## config.mk

```make
export PLATFORM = sky130hd
export DESIGN_NAME = gpp_port
export DESIGN_NICKNAME = d
export VERILOG_FILES = /design/src/hdl/gpp_pkg.sv /design/src/hdl/gpp_port.sv /design/src/hdl/gpp_pin_sync.sv
export SDC_FILE = /design/constraint.sdc
export NUM_CORES = 1
export LEC_CHECK = 0
export BUFFER_PORTS_ARGS = -buffer_cell sky130_fd_sc_hd__buf_2
export CORE_MARGIN = 2
export CORE_UTILIZATION = 40
export DETAILED_ROUTE_END_ITERATION = 12
export RECOVER_POWER = 100
export SLEW_MARGIN = 20
export SYNTH_ARGS = -nofsm -noshare
export SYNTH_HDL_FRONTEND = slang
export SYNTH_SLANG_ARGS = --single-unit
```

## constraint.sdc

```tcl
create_clock -name ref_clk -period 2.19 [get_ports ref_clk]
set_clock_uncertainty 0.1 [all_clocks]
set_input_delay 0.438 -clock ref_clk [delete_from_list [all_inputs] [get_ports ref_clk]]
set_output_delay 0.438 -clock ref_clk [all_outputs]
set_load 0.005 [all_outputs]
```

## src/hdl/gpp_pkg.sv

```systemverilog
package gpp_pkg;
    // ------------------------------------------------------------
    // register map
    // ------------------------------------------------------------
    localparam int GPP_AW = 2;
    localparam logic [1:0] GPP_ADDR_DATA = 2'h0;
    localparam logic [1:0] GPP_ADDR_DIR = 2'h1;
    localparam logic [1:0] GPP_ADDR_OPT = 2'h2;
    localparam logic [1:0] GPP_ADDR_SENS = 2'h3;
    localparam int GPP_PINS = 8;
    localparam logic [7:0] GPP_RST_BYTE = 8'h00;
    // sensitivity codes, two bits per vector group
    localparam logic [1:0] GPP_SENS_FALL_LOW = 2'h0;
    localparam logic [1:0] GPP_SENS_RISE = 2'h1;
    localparam logic [1:0] GPP_SENS_FALL = 2'h2;
    localparam logic [1:0] GPP_SENS_BOTH = 2'h3;
endpackage

```

## src/hdl/gpp_port.sv

```systemverilog
// Local design decisions: the plain strobed port and the register offsets.
`timescale 1ns/100ps
module gpp_port
    import gpp_pkg::*;
#(
    parameter int NPINS = GPP_PINS,
    parameter int NGRP = 2,
    // group index per pin, 2 bits each, pin 0 lowest
    // a group at or above NGRP leaves that pin without interrupt
    parameter logic [15:0] GRP_MAP = 16'haa00
)
(
    input wire logic ref_clk,
    input wire logic rst_n,
    input wire logic [1:0] addr,
    input wire logic [7:0] wdata,
    input wire logic wr_en,
    input wire logic rd_en,
    output logic [7:0] rdata,
    input wire logic [NPINS-1:0] pin_in,
    output logic [NPINS-1:0] pin_out,
    output logic [NPINS-1:0] pin_oe,
    output logic [NPINS-1:0] pin_pullup_en,
    input wire logic [NPINS-1:0] alt_out_en,
    input wire logic [NPINS-1:0] alt_out,
    input wire logic [NPINS-1:0] alt_open_drain,
    output logic [NPINS-1:0] alt_in,
    input wire logic cpu_irq_mask,
    input wire logic [NGRP-1:0] vector_fetch,
    output logic [NGRP-1:0] ext_irq_req
);
    // ------------------------------------------------------------
    // elaboration checks
    // ------------------------------------------------------------
    if (NPINS < 1 || NPINS > GPP_PINS)
    begin : g_bad_pins
        $error("pin count must be 1 to 8");
    end
    if (NGRP < 1 || NGRP > 4)
    begin : g_bad_groups
        $error("group count must be 1 to 4");
    end

    // ------------------------------------------------------------
    // registers
    // ------------------------------------------------------------
    logic [NPINS-1:0] pin_data_q;
    logic [NPINS-1:0] pin_direction_q;
    logic [NPINS-1:0] pin_option_q;
    logic [7:0] ext_irq_sensitivity_ctrl_q;
    logic [NPINS-1:0] pin_sync;
    logic [NPINS-1:0] pin_prev_q;
    logic [NGRP-1:0] irq_pend_q;
    logic [NGRP-1:0] irq_d;
    logic [NPINS-1:0] data_view;
    logic sens_wr;
    logic [2:0] settle_q;

    gpp_pin_sync #(.WIDTH(NPINS)) u_sync
    (
        .ref_clk(ref_clk),
        .rst_n(rst_n),
        .async_in(pin_in),
        .sync_out(pin_sync)
    );

    // latch always written, pin only driven when output
    always_ff @(posedge ref_clk or negedge rst_n)
    begin
        if (!rst_n)
            pin_data_q <= '0;
        else if (wr_en && addr == GPP_ADDR_DATA)
            pin_data_q <= wdata[NPINS-1:0];
    end

    always_ff @(posedge ref_clk or negedge rst_n)
    begin
        if (!rst_n)
        begin
            pin_direction_q <= GPP_RST_BYTE[NPINS-1:0];
            pin_option_q <= GPP_RST_BYTE[NPINS-1:0];
            ext_irq_sensitivity_ctrl_q <= GPP_RST_BYTE;
        end
        else if (wr_en)
        begin
            if (addr == GPP_ADDR_DIR)
                pin_direction_q <= wdata[NPINS-1:0];
            if (addr == GPP_ADDR_OPT)
                pin_option_q <= wdata[NPINS-1:0];
            if (addr == GPP_ADDR_SENS)
                ext_irq_sensitivity_ctrl_q <= wdata;
        end
    end

    // ------------------------------------------------------------
    // pad control
    // ------------------------------------------------------------
    always_comb
    begin
        for (int i = 0; i < NPINS; i++)
        begin
            if (alt_out_en[i])
            begin
                // peripheral wins over register setup
                pin_out[i] = alt_out[i] & ~alt_open_drain[i];
                pin_oe[i] = ~alt_open_drain[i] | ~alt_out[i];
                pin_pullup_en[i] = 1'b0;
            end
            else if (pin_direction_q[i])
            begin
                pin_out[i] = pin_data_q[i] & pin_option_q[i];
                pin_oe[i] = pin_option_q[i] | ~pin_data_q[i];
                pin_pullup_en[i] = 1'b0;
            end
            else
            begin
                pin_out[i] = 1'b0;
                pin_oe[i] = 1'b0;
                pin_pullup_en[i] = pin_option_q[i];
            end
            // input pin feeds level, output pin feeds latch
            alt_in[i] = pin_direction_q[i] ? pin_data_q[i]
                                           : pin_sync[i];
            if (pin_direction_q[i])
                data_view[i] = pin_data_q[i];
            else if (alt_out_en[i])
                data_view[i] = alt_out[i];
            else
                data_view[i] = pin_sync[i];
        end
    end

    // ------------------------------------------------------------
    // register read, data one cycle after strobe
    // ------------------------------------------------------------
    always_ff @(posedge ref_clk or negedge rst_n)
    begin
        if (!rst_n)
            rdata <= '0;
        else if (rd_en)
        begin
            rdata <= '0;
            case (addr)
                GPP_ADDR_DATA: rdata[NPINS-1:0] <= data_view;
                GPP_ADDR_DIR: rdata[NPINS-1:0] <= pin_direction_q;
                GPP_ADDR_OPT: rdata[NPINS-1:0] <= pin_option_q;
                GPP_ADDR_SENS: rdata <= ext_irq_sensitivity_ctrl_q;
                default: rdata <= '0;
            endcase
        end
    end

    // ------------------------------------------------------------
    // external interrupt
    // ------------------------------------------------------------
    always_ff @(posedge ref_clk or negedge rst_n)
    begin
        if (!rst_n)
            pin_prev_q <= '0;
        else
            pin_prev_q <= pin_sync;
    end

    // no edge judged until sync and prev hold real pin levels
    always_ff @(posedge ref_clk or negedge rst_n)
    begin
        if (!rst_n)
            settle_q <= '0;
        else
            settle_q <= {settle_q[1:0], 1'b1};
    end

    assign sens_wr = wr_en && addr == GPP_ADDR_SENS;

    always_comb
    begin
        logic [1:0] s;
        logic ev;
        int g;
        s = GPP_SENS_FALL_LOW;
        ev = 1'b0;
        g = 0;
        irq_d = '0;
        for (int i = 0; i < NPINS; i++)
        begin
            g = int'(GRP_MAP[2*i +: 2]);
            s = ext_irq_sensitivity_ctrl_q[2*(g % 4) +: 2];
            case (s)
                GPP_SENS_FALL_LOW: ev = ~pin_sync[i];
                GPP_SENS_RISE: ev = pin_sync[i] & ~pin_prev_q[i];
                GPP_SENS_FALL: ev = ~pin_sync[i] & pin_prev_q[i];
                GPP_SENS_BOTH: ev = pin_sync[i] ^ pin_prev_q[i];
                default: ev = 1'b0;
            endcase
            // only input with interrupt (option set) pins count
            if (!pin_direction_q[i] && pin_option_q[i] && ev
                && g < NGRP && settle_q[2])
                irq_d[g] = 1'b1;
        end
    end

    // software cannot see the latch; new event beats clear
    always_ff @(posedge ref_clk or negedge rst_n)
    begin
        if (!rst_n)
            irq_pend_q <= '0;
        else
        begin
            for (int k = 0; k < NGRP; k++)
            begin
                if (irq_d[k])
                    irq_pend_q[k] <= 1'b1;
                else if (vector_fetch[k] || sens_wr)
                    irq_pend_q[k] <= 1'b0;
            end
        end
    end

    assign ext_irq_req = irq_pend_q & {NGRP{~cpu_irq_mask}};

    // ------------------------------------------------------------
    // checks
    // ------------------------------------------------------------
    a_input_undriven: assert property (@(posedge ref_clk)
        disable iff (!rst_n)
        (pin_oe & ~pin_direction_q & ~alt_out_en) == '0)
        else $error("input pin driven");
    a_od_high_released: assert property (@(posedge ref_clk)
        disable iff (!rst_n)
        (pin_oe & pin_direction_q & ~pin_option_q & pin_data_q
        & ~alt_out_en) == '0)
        else $error("open drain drove high");
    a_pp_follows: assert property (@(posedge ref_clk)
        disable iff (!rst_n)
        ((pin_out ^ pin_data_q) & pin_direction_q & pin_option_q
        & ~alt_out_en) == '0)
        else $error("push pull level wrong");
    a_read_dir_back: assert property (@(posedge ref_clk)
        disable iff (!rst_n)
        rd_en && addr == GPP_ADDR_DIR |=>
        rdata[NPINS-1:0] == $past(pin_direction_q))
        else $error("direction readback wrong");
    a_read_data_view: assert property (@(posedge ref_clk)
        disable iff (!rst_n)
        rd_en && addr == GPP_ADDR_DATA |=>
        rdata[NPINS-1:0] == $past(data_view))
        else $error("data readback wrong");
    a_fetch_clears: assert property (@(posedge ref_clk)
        disable iff (!rst_n)
        vector_fetch[0] && !irq_d[0] |=> !irq_pend_q[0])
        else $error("fetch did not clear");
    a_pend_holds: assert property (@(posedge ref_clk)
        disable iff (!rst_n)
        irq_pend_q[0] && !vector_fetch[0] && !sens_wr |=> irq_pend_q[0])
        else $error("request dropped by itself");
    a_sens_clears: assert property (@(posedge ref_clk)
        disable iff (!rst_n)
        sens_wr && irq_d == '0 |=> irq_pend_q == '0)
        else $error("sensitivity write did not clear");
    a_event_sets: assert property (@(posedge ref_clk)
        disable iff (!rst_n)
        irq_d[0] |=> irq_pend_q[0] [*1])
        else $error("event lost");
    a_mask_blocks: assert property (@(posedge ref_clk)
        disable iff (!rst_n)
        cpu_irq_mask |-> ext_irq_req == '0)
        else $error("masked request seen");
    a_alt_in_latch: assert property (@(posedge ref_clk)
        disable iff (!rst_n)
        ((alt_in ^ pin_data_q) & pin_direction_q) == '0)
        else $error("peripheral input wrong");
    a_pullup_input: assert property (@(posedge ref_clk)
        disable iff (!rst_n)
        (pin_pullup_en & (pin_direction_q | alt_out_en)) == '0)
        else $error("pull-up on driven pin");
    a_alt_od_release: assert property (@(posedge ref_clk)
        disable iff (!rst_n)
        (pin_oe & alt_out_en & alt_open_drain & alt_out) == '0)
        else $error("open drain peripheral drove high");

    c_irq_raised: cover property (@(posedge ref_clk) disable iff (!rst_n)
        irq_pend_q[0] ##1 vector_fetch[0]);
    c_alt_drive: cover property (@(posedge ref_clk) disable iff (!rst_n)
        alt_out_en[0] && pin_oe[0]);
    c_od_release: cover property (@(posedge ref_clk) disable iff (!rst_n)
        pin_direction_q[0] && !pin_option_q[0] && pin_data_q[0]);
    c_set_over_clear: cover property (@(posedge ref_clk)
        disable iff (!rst_n) irq_d[0] && vector_fetch[0]);
    c_masked_pending: cover property (@(posedge ref_clk)
        disable iff (!rst_n) cpu_irq_mask && irq_pend_q != '0);
endmodule

```

## src/hdl/gpp_pin_sync.sv

```systemverilog
`timescale 1ns/100ps
module gpp_pin_sync
    import gpp_pkg::*;
#(
    parameter int WIDTH = 8
)
(
    input wire logic ref_clk,
    input wire logic rst_n,
    input wire logic [WIDTH-1:0] async_in,
    output logic [WIDTH-1:0] sync_out
);
    logic [WIDTH-1:0] meta_q;

    // meta_q is read only by the second stage
    always_ff @(posedge ref_clk or negedge rst_n)
    begin
        if (!rst_n)
        begin
            meta_q <= '0;
            sync_out <= '0;
        end
        else
        begin
            meta_q <= async_in;
            sync_out <= meta_q;
        end
    end
endmodule

```

==> results of run 1 <==
[what timing repair did]
item | 4_1_cts | 5_1_grt
hold endpoints to repair | 19 | 0
hold buffers | 1 | 0
gates resized for setup | 0 | 0
setup buffers | 0 | 0
[worst min path at each step]
stage / start / end / slack, ns
4_1_cts: pin_in[6] / u_sync.meta_q[6] / 0.08
6_report: pin_in[4] / u_sync.meta_q[4] / 0.11
3_3_place_gp: settle_q[0] / settle_q[1] / 0.23
2_1_floorplan: rst_n / ext_irq_sensitivity_ctrl_q[0] / 0.04
5_1_grt: pin_in[6] / u_sync.meta_q[6] / 0.08
3_5_place_dp: u_sync.meta_q[2] / u_sync.sync_out[2] / 0.24
[power groups by stage]
stage / Combinational, mW / Sequential [mW] / Clock [mW]
detailed placement: 0.696 / 1.56 / 0
floorplan: 0.458 / 1.50 / 0
finish: 0.665 / 1.54 / 1.02
global placement: 0.679 / 1.55 / 0
global route: 0.759 / 1.57 / 1.11
CTS: 0.700 / 1.54 / 1.06
[stage by stage]
step | hold WS (ns) | instance area, sq um | instances
floorplan | 0.04241 | 3216 | 288
global placement | 0.2314 | 3779 | 475
detailed placement | 0.2356 | 3779 | 475
CTS | 0.08310 | 3993 | 492
global route | 0.08205 | 3928 | 492
finish | 0.1065 | 3928 | 492
[cell usage in the layout, fill, tap and decap left out, types with 13 or more instances in the layout]
cell / n
nand2_1: 19
mux2i_1: 13
nand2b_1: 13
buf_2: 52
inv_1: 16
o21ai_0: 22
clkbuf_1: 30
mux2_2: 36
dfrtp_1: 64
[logic make-up after synthesis]
group                    count (synthesis)  share of synthesized area
adder cells (fa/ha/maj)                  8                    0.03113
AND/OR/NAND/NOR                         65                     0.1125
flip-flops                              64                     0.4981
buffers and inverters                   25                    0.03813
multiplexers                            49                     0.1665
AO/OA/AOI/OAI                           75                     0.1514
other                                    2                   0.002336
[final cells by class]
class | count | share of cell area
clock buffers | 10 | 0.03504
clock inverters | 6 | 0.01688
inverters | 16 | 0.01529
multi-input cells | 199 | 0.3746
flip-flops and latches | 64 | 0.4078
well taps | 102 | 0.03249
repair buffers | 95 | 0.1179
[routing by layer]
metal	part of all wire	wire length, um
met1	0.46	3248
met2	0.48	3402
met3	0.043	301
met4	0.013	95
met5	0	0
[flip-flops by register name (all words and copies together) (netlist names)]
| name | count |
|---|---|
| irq_pend_q | 1 |
| rdata | 8 |
| pin_data_q | 8 |
| pin_direction_q | 8 |
| u_sync.sync_out | 8 |
| settle_q | 3 |
| u_sync.meta_q | 8 |
| pin_option_q | 8 |
| ext_irq_sensitivity_ctrl_q | 8 |
| pin_prev_q | 4 |
==> impl_metrics.env, run 1 <==
export IMPL_yosys_cell_types_count=38
export IMPL_relSlewSlack=0.2107
export IMPL_row_count=32
export IMPL_crit_chain="clkbuf_1, nor3b_1, clkbuf_2, mux2_2"
export IMPL_gr_usage_met3=0.03371
export IMPL_rrSetupSlack_ns=0.33
export IMPL_synth_area_leader_cell="dfrtp_1"
export IMPL_utilization=0.5056
export IMPL_netSwitchingPower_mw=0.9532
export IMPL_yosysWarnings=0
export IMPL_coreArea_sq_um=7767
export IMPL_tightest_slew_ns=1.184
export IMPL_dieArea_sq_um=8772
export IMPL_reg2regPathDepth=5
export IMPL_internal_power_mw=2.267
export IMPL_vias_per_cell=5.043
export IMPL_dpl_hpwl_um=5125
export IMPL_cts_tree="yes"
export IMPL_drcViolationCount=0
export IMPL_critPathArrivalTime_ns=2.08
export IMPL_combPwrFrac=0.207
export IMPL_track_usage=0.1710
export IMPL_area_delta_synth_final_pct=22.14
export IMPL_diodes=0
export IMPL_p_per_area_nw_per_um2=819.8
export IMPL_ys_seq_area_frac=0.4981
export IMPL_crit_path_start="addr[0]"
export IMPL_end_kind="flop"
export IMPL_drive_gt1_frac=0.3103
export IMPL_use_met2=0.2746
export IMPL_die_w_um=93.66
export IMPL_grt_first_pass_wirelength_um=11460
export IMPL_io_pins=91
export IMPL_finalPower_mw=3.220
export IMPL_p_seq_frac=0.477
export IMPL_finalMaxSlewViolations=0
export IMPL_crit_path_max_fanout=14
export IMPL_clock_latency_ns=0.33
export IMPL_vias=2481
export IMPL_max_stage_delay_ns=0.65
export IMPL_hp_class="input pin to flop"
export IMPL_critPathLaunchType="input pin"
export IMPL_wire_per_inst_um=14.33
export IMPL_multi_input_area_sq_um=1471
export IMPL_numCtsBuffers=9
export IMPL_ys_seq_elements=64
export IMPL_synth_cell_area_sq_um=3216
export IMPL_synth_area_leaders="dfrtp_1 50%, mux2_2 13%, mux2i_1 4.0%"
export IMPL_worst_path_buf_inv=2
export IMPL_peakVddDrop_mv=0.3323
export IMPL_hold_viol_final=0
export IMPL_clkPwrFrac=0.316
export IMPL_grt_pass1_vias=2376
export IMPL_slowest_stage="nor3b_1"
export IMPL_post_route_period_util=0.8946
export IMPL_detail_route_wirelength_um=7049
export IMPL_p_leak_nw=1.761
export IMPL_ff_latch_area_sq_um=1602
export IMPL_worst_path_stages=4
export IMPL_status="completed"
export IMPL_synth_top_flop_cell="dfrtp_1"
export IMPL_yosysMostFrequentCell="dfrtp_1"
export IMPL_min_period_ns=1.959
export IMPL_gp_congestion=0.7610
export IMPL_rsz0062_at_grt="no"
export IMPL_synth_top_area_share=0.4981
export IMPL_nNetsFinal=442
export IMPL_use_met1=0.2235
export IMPL_setup_violations=0
export IMPL_cts_sinks=64
export IMPL_hold_depth=1
export IMPL_grt_max_degree=32
export IMPL_clk_pin_slew_ns=0.07
export IMPL_synth_common_cells="64 x dfrtp_1, 36 x mux2_2, 22 x o21ai_0"
export IMPL_reg2reg_from="ext_irq_sensitivity_ctrl_q[0]"
export IMPL_crit_end="pin_data_q[4]"
export IMPL_antenna_found_initial=0
export IMPL_portBuffers=88
export IMPL_synth_edf_count=0
export IMPL_cts_root_buf="clkbuf_8"
export IMPL_worst_slack_ns=0.2309
export IMPL_maxCapViolCount=0
export IMPL_first_iter_violations=92
export IMPL_dr_pass1_iters=4
export IMPL_async_flop_share=1.000
export IMPL_initial_utilization=0.4140
export IMPL_place_ws_ns=0.3283
export IMPL_swShare=0.2960
export IMPL_max_freq_mhz=510.4
export IMPL_rr_endpoint="irq_pend_q[0]"
export IMPL_crit_type="input pin to flop"
export IMPL_h_tree_depth=3
export IMPL_die_h_um=93.66
export IMPL_fin_tns_setup_ns=0
export IMPL_synthesis_nets=345
export IMPL_synth_cells=288
export IMPL_grt_remaining_overflow=0
export IMPL_ant_nets=0
export IMPL_avgSynthCellArea_sq_um=11.17
export IMPL_cp_top_family="simple AND/OR/NAND/NOR gates"
export IMPL_cts_path_max_buffers=2
export IMPL_num_fill_cells=750
export IMPL_required_ns=2.31
export IMPL_busiest_layer="met2"
(Power assumes the default switching activity.)
==> run 2: changes to the inputs <==
--- a/config.mk
+++ b/config.mk
@@ -6,7 +6,6 @@
 export NUM_CORES = 1
 export LEC_CHECK = 0
 export BUFFER_PORTS_ARGS = -buffer_cell sky130_fd_sc_hd__buf_2
-export CORE_MARGIN = 2
 export CORE_UTILIZATION = 40
 export DETAILED_ROUTE_END_ITERATION = 12
 export RECOVER_POWER = 100
==> run 2 against run 1 <==
Compared with the run above: hold slack worse by 0.0054 ns; register-to-register slack worse by 0.06 ns; via count down 0.56%; highest routed layer unchanged; wire length down 4.1%; critical endpoint is now irq_pend_q[0]; sequential share of layout area down 0.21 points.
==> impl_metrics.env, run 2 (synthesized netlist as in run 1, its figures left out) <==
export IMPL_status="completed"
export IMPL_whs_ns=0.1010
export IMPL_dr_pass1_iters=4
export IMPL_initial_utilization=0.4140
export IMPL_coreArea_sq_um=7767
export IMPL_portBuffers=88
export IMPL_area_delta_synth_final_pct=22.76
export IMPL_h_tree_depth=3
export IMPL_ant_nets=0
export IMPL_tightest_slew_ns=1.267
export IMPL_fin_tns_setup_ns=0
export IMPL_first_iter_violations=87
export IMPL_dieArea_sq_um=8402
export IMPL_clock_latency_ns=0.34
export IMPL_row_count=32
export IMPL_cts_root_buf="clkbuf_8"
export IMPL_crit_chain="nor2_1, a211oi_2, a2111oi_0, o41ai_1, nand3_1"
export IMPL_dpl_hpwl_um=4847
export IMPL_end_kind="flop"
export IMPL_cp_top_family="compound AO/OA/AOI/OAI gates"
export IMPL_postCtsSetupBuffers=0
export IMPL_die_h_um=91.66
export IMPL_p_per_area_nw_per_um2=877.2
export IMPL_vias=2467
export IMPL_vias_per_cell=5.035
export IMPL_crit_type="flop to flop"
export IMPL_maxCapViolCount=0
export IMPL_max_freq_mhz=520.0
export IMPL_clkPwrFrac=0.367
export IMPL_finalMaxSlewViolations=0
export IMPL_nNetsFinal=440
export IMPL_hp_class="input pin to flop"
export IMPL_detail_route_wirelength_um=6762
export IMPL_clk_pin_slew_ns=0.07
export IMPL_final_common_cell="dfrtp_1"
export IMPL_wire_per_inst_um=13.80
export IMPL_grt_pass1_vias=2283
export IMPL_internal_power_mw=2.497
export IMPL_grt_remaining_overflow=0
export IMPL_dpl_cell_count=474
export IMPL_rr_endpoint="irq_pend_q[0]"
export IMPL_drcViolationCount=0
export IMPL_required_ns=2.30
export IMPL_hold_start="pin_in[4]"
export IMPL_hold_end="u_sync.meta_q[4]"
export IMPL_p_leak_nw=1.785
export IMPL_relSlewSlack=0.1551
export IMPL_combPwrFrac=0.190
export IMPL_max_stage_delay_ns=0.70
export IMPL_holdBufCountCts=0
export IMPL_crit_path_max_fanout=18
export IMPL_critPathLaunchType="flop"
export IMPL_worst_path_buf_inv=0
export IMPL_hold_viol_final=0
export IMPL_grt_first_pass_wirelength_um=11400
export IMPL_rsz0062_at_grt="no"
export IMPL_peakVddDrop_mv=0.3541
export IMPL_critPathArrivalTime_ns=2.03
export IMPL_swShare=0.2790
export IMPL_cts_sinks=64
export IMPL_numCtsBuffers=9
export IMPL_cts_resized=0
export IMPL_final_cell_mix="64 x dfrtp_1, 54 x buf_2, 36 x mux2_2"
export IMPL_setup_violations=0
export IMPL_reg2reg_from="ext_irq_sensitivity_ctrl_q[0]"
export IMPL_post_route_period_util=0.8780
export IMPL_p_seq_frac=0.443
export IMPL_io_pins=91
export IMPL_slowest_stage="dfrtp_1"
export IMPL_die_w_um=91.66
export IMPL_antenna_found_initial=0
export IMPL_track_usage=0.1777
export IMPL_reg2regPathDepth=5
export IMPL_drive_gt1_frac=0.3170
export IMPL_cts_path_max_buffers=2
export IMPL_cts_tree="yes"
export IMPL_diodes=0
export IMPL_fin_cells=490
export IMPL_netSwitchingPower_mw=0.9662
export IMPL_hold_depth=1
export IMPL_rrSetupSlack_ns=0.27
export IMPL_gp_congestion=0.7498
export IMPL_grt_max_degree=25
export IMPL_min_period_ns=1.923
-- run 2: changes by cell type in the layout (fill, tap and decap cells not counted), moves of 2 or more --
cell	change
bufinv_16	+2
buf_1	+4
clkbuf_1	-7
clkbuf_2	+2
buf_2	+2
clkinvlp_4	-2
-- run 2: layout make-up --
type                       count  area [sq um]
fill                         748          3820
sequential                    64          1602
multi-input combinational    199          1471
timing repair buffer          93         434.2
clock buffer                  10         137.6
tap                          102         127.6
clock inverter                 6         115.1
inverter                      16         60.06
-- run 2: metrics by stage --
stage          setup slack [ns]  area, sq um  power [mW]    util
2_1_floorplan            0.6013         3216       1.954       -
3_3_place_gp             0.3352         3784       2.232  0.4871
3_5_place_dp             0.3012         3784       2.250  0.4871
4_1_cts                  0.2828         4036       3.536  0.5197
5_1_grt                 0.07968         3948       3.675  0.5082
6_report                 0.2671         3948       3.463  0.5082
-- run 2: worst max path at each step --
stage                                        startpoint             to  slack (ns)  cells past startpoint
after floorplan                      u_sync.sync_out[0]  irq_pend_q[0]        0.60                      6
final                     ext_irq_sensitivity_ctrl_q[0]  irq_pend_q[0]        0.27                      5
after detailed placement  ext_irq_sensitivity_ctrl_q[0]  irq_pend_q[0]        0.30                      5
after global placement    ext_irq_sensitivity_ctrl_q[0]  irq_pend_q[0]        0.34                      5
after CTS                 ext_irq_sensitivity_ctrl_q[0]  irq_pend_q[0]        0.28                      5
after global routing      ext_irq_sensitivity_ctrl_q[0]  irq_pend_q[0]        0.08                      5
-- run 2: routing by layer --
metal  global-route usage  share of wire  vias up
met2               0.2901           0.48       49
met5                    0              0        -
met3              0.02405          0.031       11
li1                     -              -     1239
met1               0.2340           0.47     1168
met4              0.08333          0.018        0
-- run 2: power groups by stage --
stage / combinational [mW] / clock [mW] / sequential [mW]
after global placement: 0.681 / 0 / 1.55
after floorplan: 0.458 / 0 / 1.50
after global routing: 0.751 / 1.36 / 1.57
final: 0.658 / 1.27 / 1.53
after CTS: 0.700 / 1.30 / 1.53
after detailed placement: 0.696 / 0 / 1.55
==> run 3: changes to the inputs <==
--- a/config.mk
+++ b/config.mk
@@ -5,7 +5,7 @@
 export SDC_FILE = /design/constraint.sdc
 export NUM_CORES = 1
 export LEC_CHECK = 0
-export BUFFER_PORTS_ARGS = -buffer_cell sky130_fd_sc_hd__buf_2
+export BUFFER_PORTS_ARGS = -buffer_cell sky130_fd_sc_hd__buf_4
 export CORE_UTILIZATION = 40
 export DETAILED_ROUTE_END_ITERATION = 12
 export RECOVER_POWER = 100
==> constraint.sdc (replaced) <==
create_clock -name ref_clk -period 2.19 [get_ports ref_clk]
set_clock_uncertainty 0.1 [all_clocks]
set_input_delay 0.438 -clock ref_clk [delete_from_list [all_inputs] [get_ports ref_clk]]
set_output_delay 0.438 -clock ref_clk [all_outputs]
set_load 0.1 [all_outputs]
==> run 3 against run 2 <==
Compared with the run above: sequential share of layout area down 2.7 points; via count down 0.49%; register-to-register slack about the same; die area unchanged; critical path depth down 2; sequential power about the same; first-iteration DRC count down 15%; critical endpoint is now pin_out[6]; largest cell class is now multi-input gates; largest power group is now combinational cells.
==> impl_metrics.env, run 3 (synthesized netlist as in run 1, its figures left out) <==
export IMPL_status="completed"
export IMPL_post_route_period_util=0.9297
export IMPL_cts_sinks=64
export IMPL_grt_remaining_overflow=0
export IMPL_clk_pin_slew_ns=0.07
export IMPL_max_stage_delay_ns=0.48
export IMPL_crit_chain="nand3_1, o22ai_2, buf_2"
export IMPL_row_count=32
export IMPL_numCtsBuffers=9
export IMPL_critPathLaunchType="flop"
export IMPL_cts_resized=0
export IMPL_required_ns=1.65
export IMPL_end_kind="output pin"
export IMPL_cts_root_buf="clkbuf_8"
export IMPL_crit_type="flop to output pin"
export IMPL_min_period_ns=2.036
export IMPL_dr_pass1_iters=4
export IMPL_portBuffers=88
export IMPL_internal_power_mw=2.406
export IMPL_track_usage=0.1769
export IMPL_final_common_cell="dfrtp_1"
export IMPL_p_per_area_nw_per_um2=998.7
export IMPL_fin_cells=488
export IMPL_area_delta_synth_final_pct=31.56
export IMPL_slowest_stage="dfrtp_1"
export IMPL_crit_path_start="pin_direction_q[6]"
export IMPL_io_pins=91
export IMPL_fin_area_sq_um=4230
export IMPL_cts_tree="yes"
export IMPL_coreArea_sq_um=7767
export IMPL_grt_max_degree=35
export IMPL_dpl_hpwl_um=4958
export IMPL_cts_path_max_buffers=2
export IMPL_maxCapViolCount=0
export IMPL_crit_path_max_fanout=7
export IMPL_fin_tns_setup_ns=0
export IMPL_utilization=0.5446
export IMPL_p_seq_frac=0.364
export IMPL_hp_class="input pin to flop"
export IMPL_drcViolationCount=0
export IMPL_whs_ns=0.1156
export IMPL_worst_slack_ns=0.1540
export IMPL_relSlewSlack=0.4322
export IMPL_antenna_found_initial=0
export IMPL_die_h_um=91.66
export IMPL_first_iter_violations=74
export IMPL_hold_start="pin_in[7]"
export IMPL_reg2reg_from="ext_irq_sensitivity_ctrl_q[0]"
export IMPL_grt_first_pass_wirelength_um=11320
export IMPL_detail_route_wirelength_um=6869
export IMPL_grt_pass1_vias=2350
export IMPL_finalMaxSlewViolations=0
export IMPL_dpl_cell_count=472
export IMPL_max_freq_mhz=491.2
export IMPL_setup_violations=0
export IMPL_ant_nets=0
export IMPL_h_tree_depth=3
export IMPL_rsz0062_at_grt="no"
export IMPL_swShare=0.4305
export IMPL_hold_viol_final=0
export IMPL_die_w_um=91.66
export IMPL_place_ws_ns=0.3289
export IMPL_tightest_slew_ns=0.8516
export IMPL_drive_gt1_frac=0.4456
export IMPL_final_cell_mix="64 x dfrtp_1, 39 x buf_4, 36 x mux2_2"
export IMPL_diodes=0
export IMPL_peakVddDrop_mv=0.4175
export IMPL_combPwrFrac=0.387
export IMPL_vias_per_cell=5.031
export IMPL_p_leak_nw=1.914
export IMPL_nNetsFinal=439
export IMPL_clock_latency_ns=0.34
export IMPL_finalPower_mw=4.225
export IMPL_vias=2455
export IMPL_initial_utilization=0.4140
export IMPL_postPlaceCellArea_sq_um=4121
export IMPL_gp_congestion=0.7314
export IMPL_clkPwrFrac=0.249
export IMPL_dieArea_sq_um=8402
export IMPL_wire_per_inst_um=14.08
export IMPL_netSwitchingPower_mw=1.819
export IMPL_critPathArrivalTime_ns=1.50
[run 3: what timing repair did]
item,CTS,global route
hold buffers,1,0
hold endpoints to repair,33,0
buffers inserted,0,0
endpoints found under the setup margin,0,0
[run 3: layer usage]
metal	part of all wire	GRT usage
met3	0.042	0.04643
met4	0.016	0.07540
met1	0.47	0.2273
met5	0	0
met2	0.48	0.2820
[run 3: power groups by stage]
stage          clock network, mW  logic, mW  registers [mW]
2_1_floorplan                  0       1.18            1.69
3_3_place_gp                   0       1.70            1.56
3_5_place_dp                   0       1.71            1.56
4_1_cts                     1.08       1.71            1.54
5_1_grt                     1.13       1.72            1.57
6_report                    1.05       1.64            1.54
[run 3: worst paths after layout]
check / to / slack [ns] / depth (start not counted)
max: pin_out[6] / 0.15 / 3
min reg2reg: settle_q[2] / 0.25 / 0
max reg2reg: irq_pend_q[0] / 0.28 / 5
min in group asynchronous: u_sync.meta_q[2] / 0.63 / 2
min: u_sync.meta_q[7] / 0.12 / 1
max in group asynchronous: pin_option_q[4] / 0.35 / 3
[run 3: cell type report]
type	instances	area, sq um
multi-input cells	199	1612
flip-flops and latches	64	1602
fillers	730	3537
inverters	16	60.06
well taps	102	127.6
repair buffers	92	623.1
clock buffers	13	168.9
clock inverters	2	37.54
[run 3: critical path: cells and delay by family, from the launching register on]
family                 cells  cell delay (ns)
and+or+nand+nor            1             0.12
DFF                        1             0.48
AOI/OAI and AO/OA          1             0.11
buffers and inverters      1             0.44
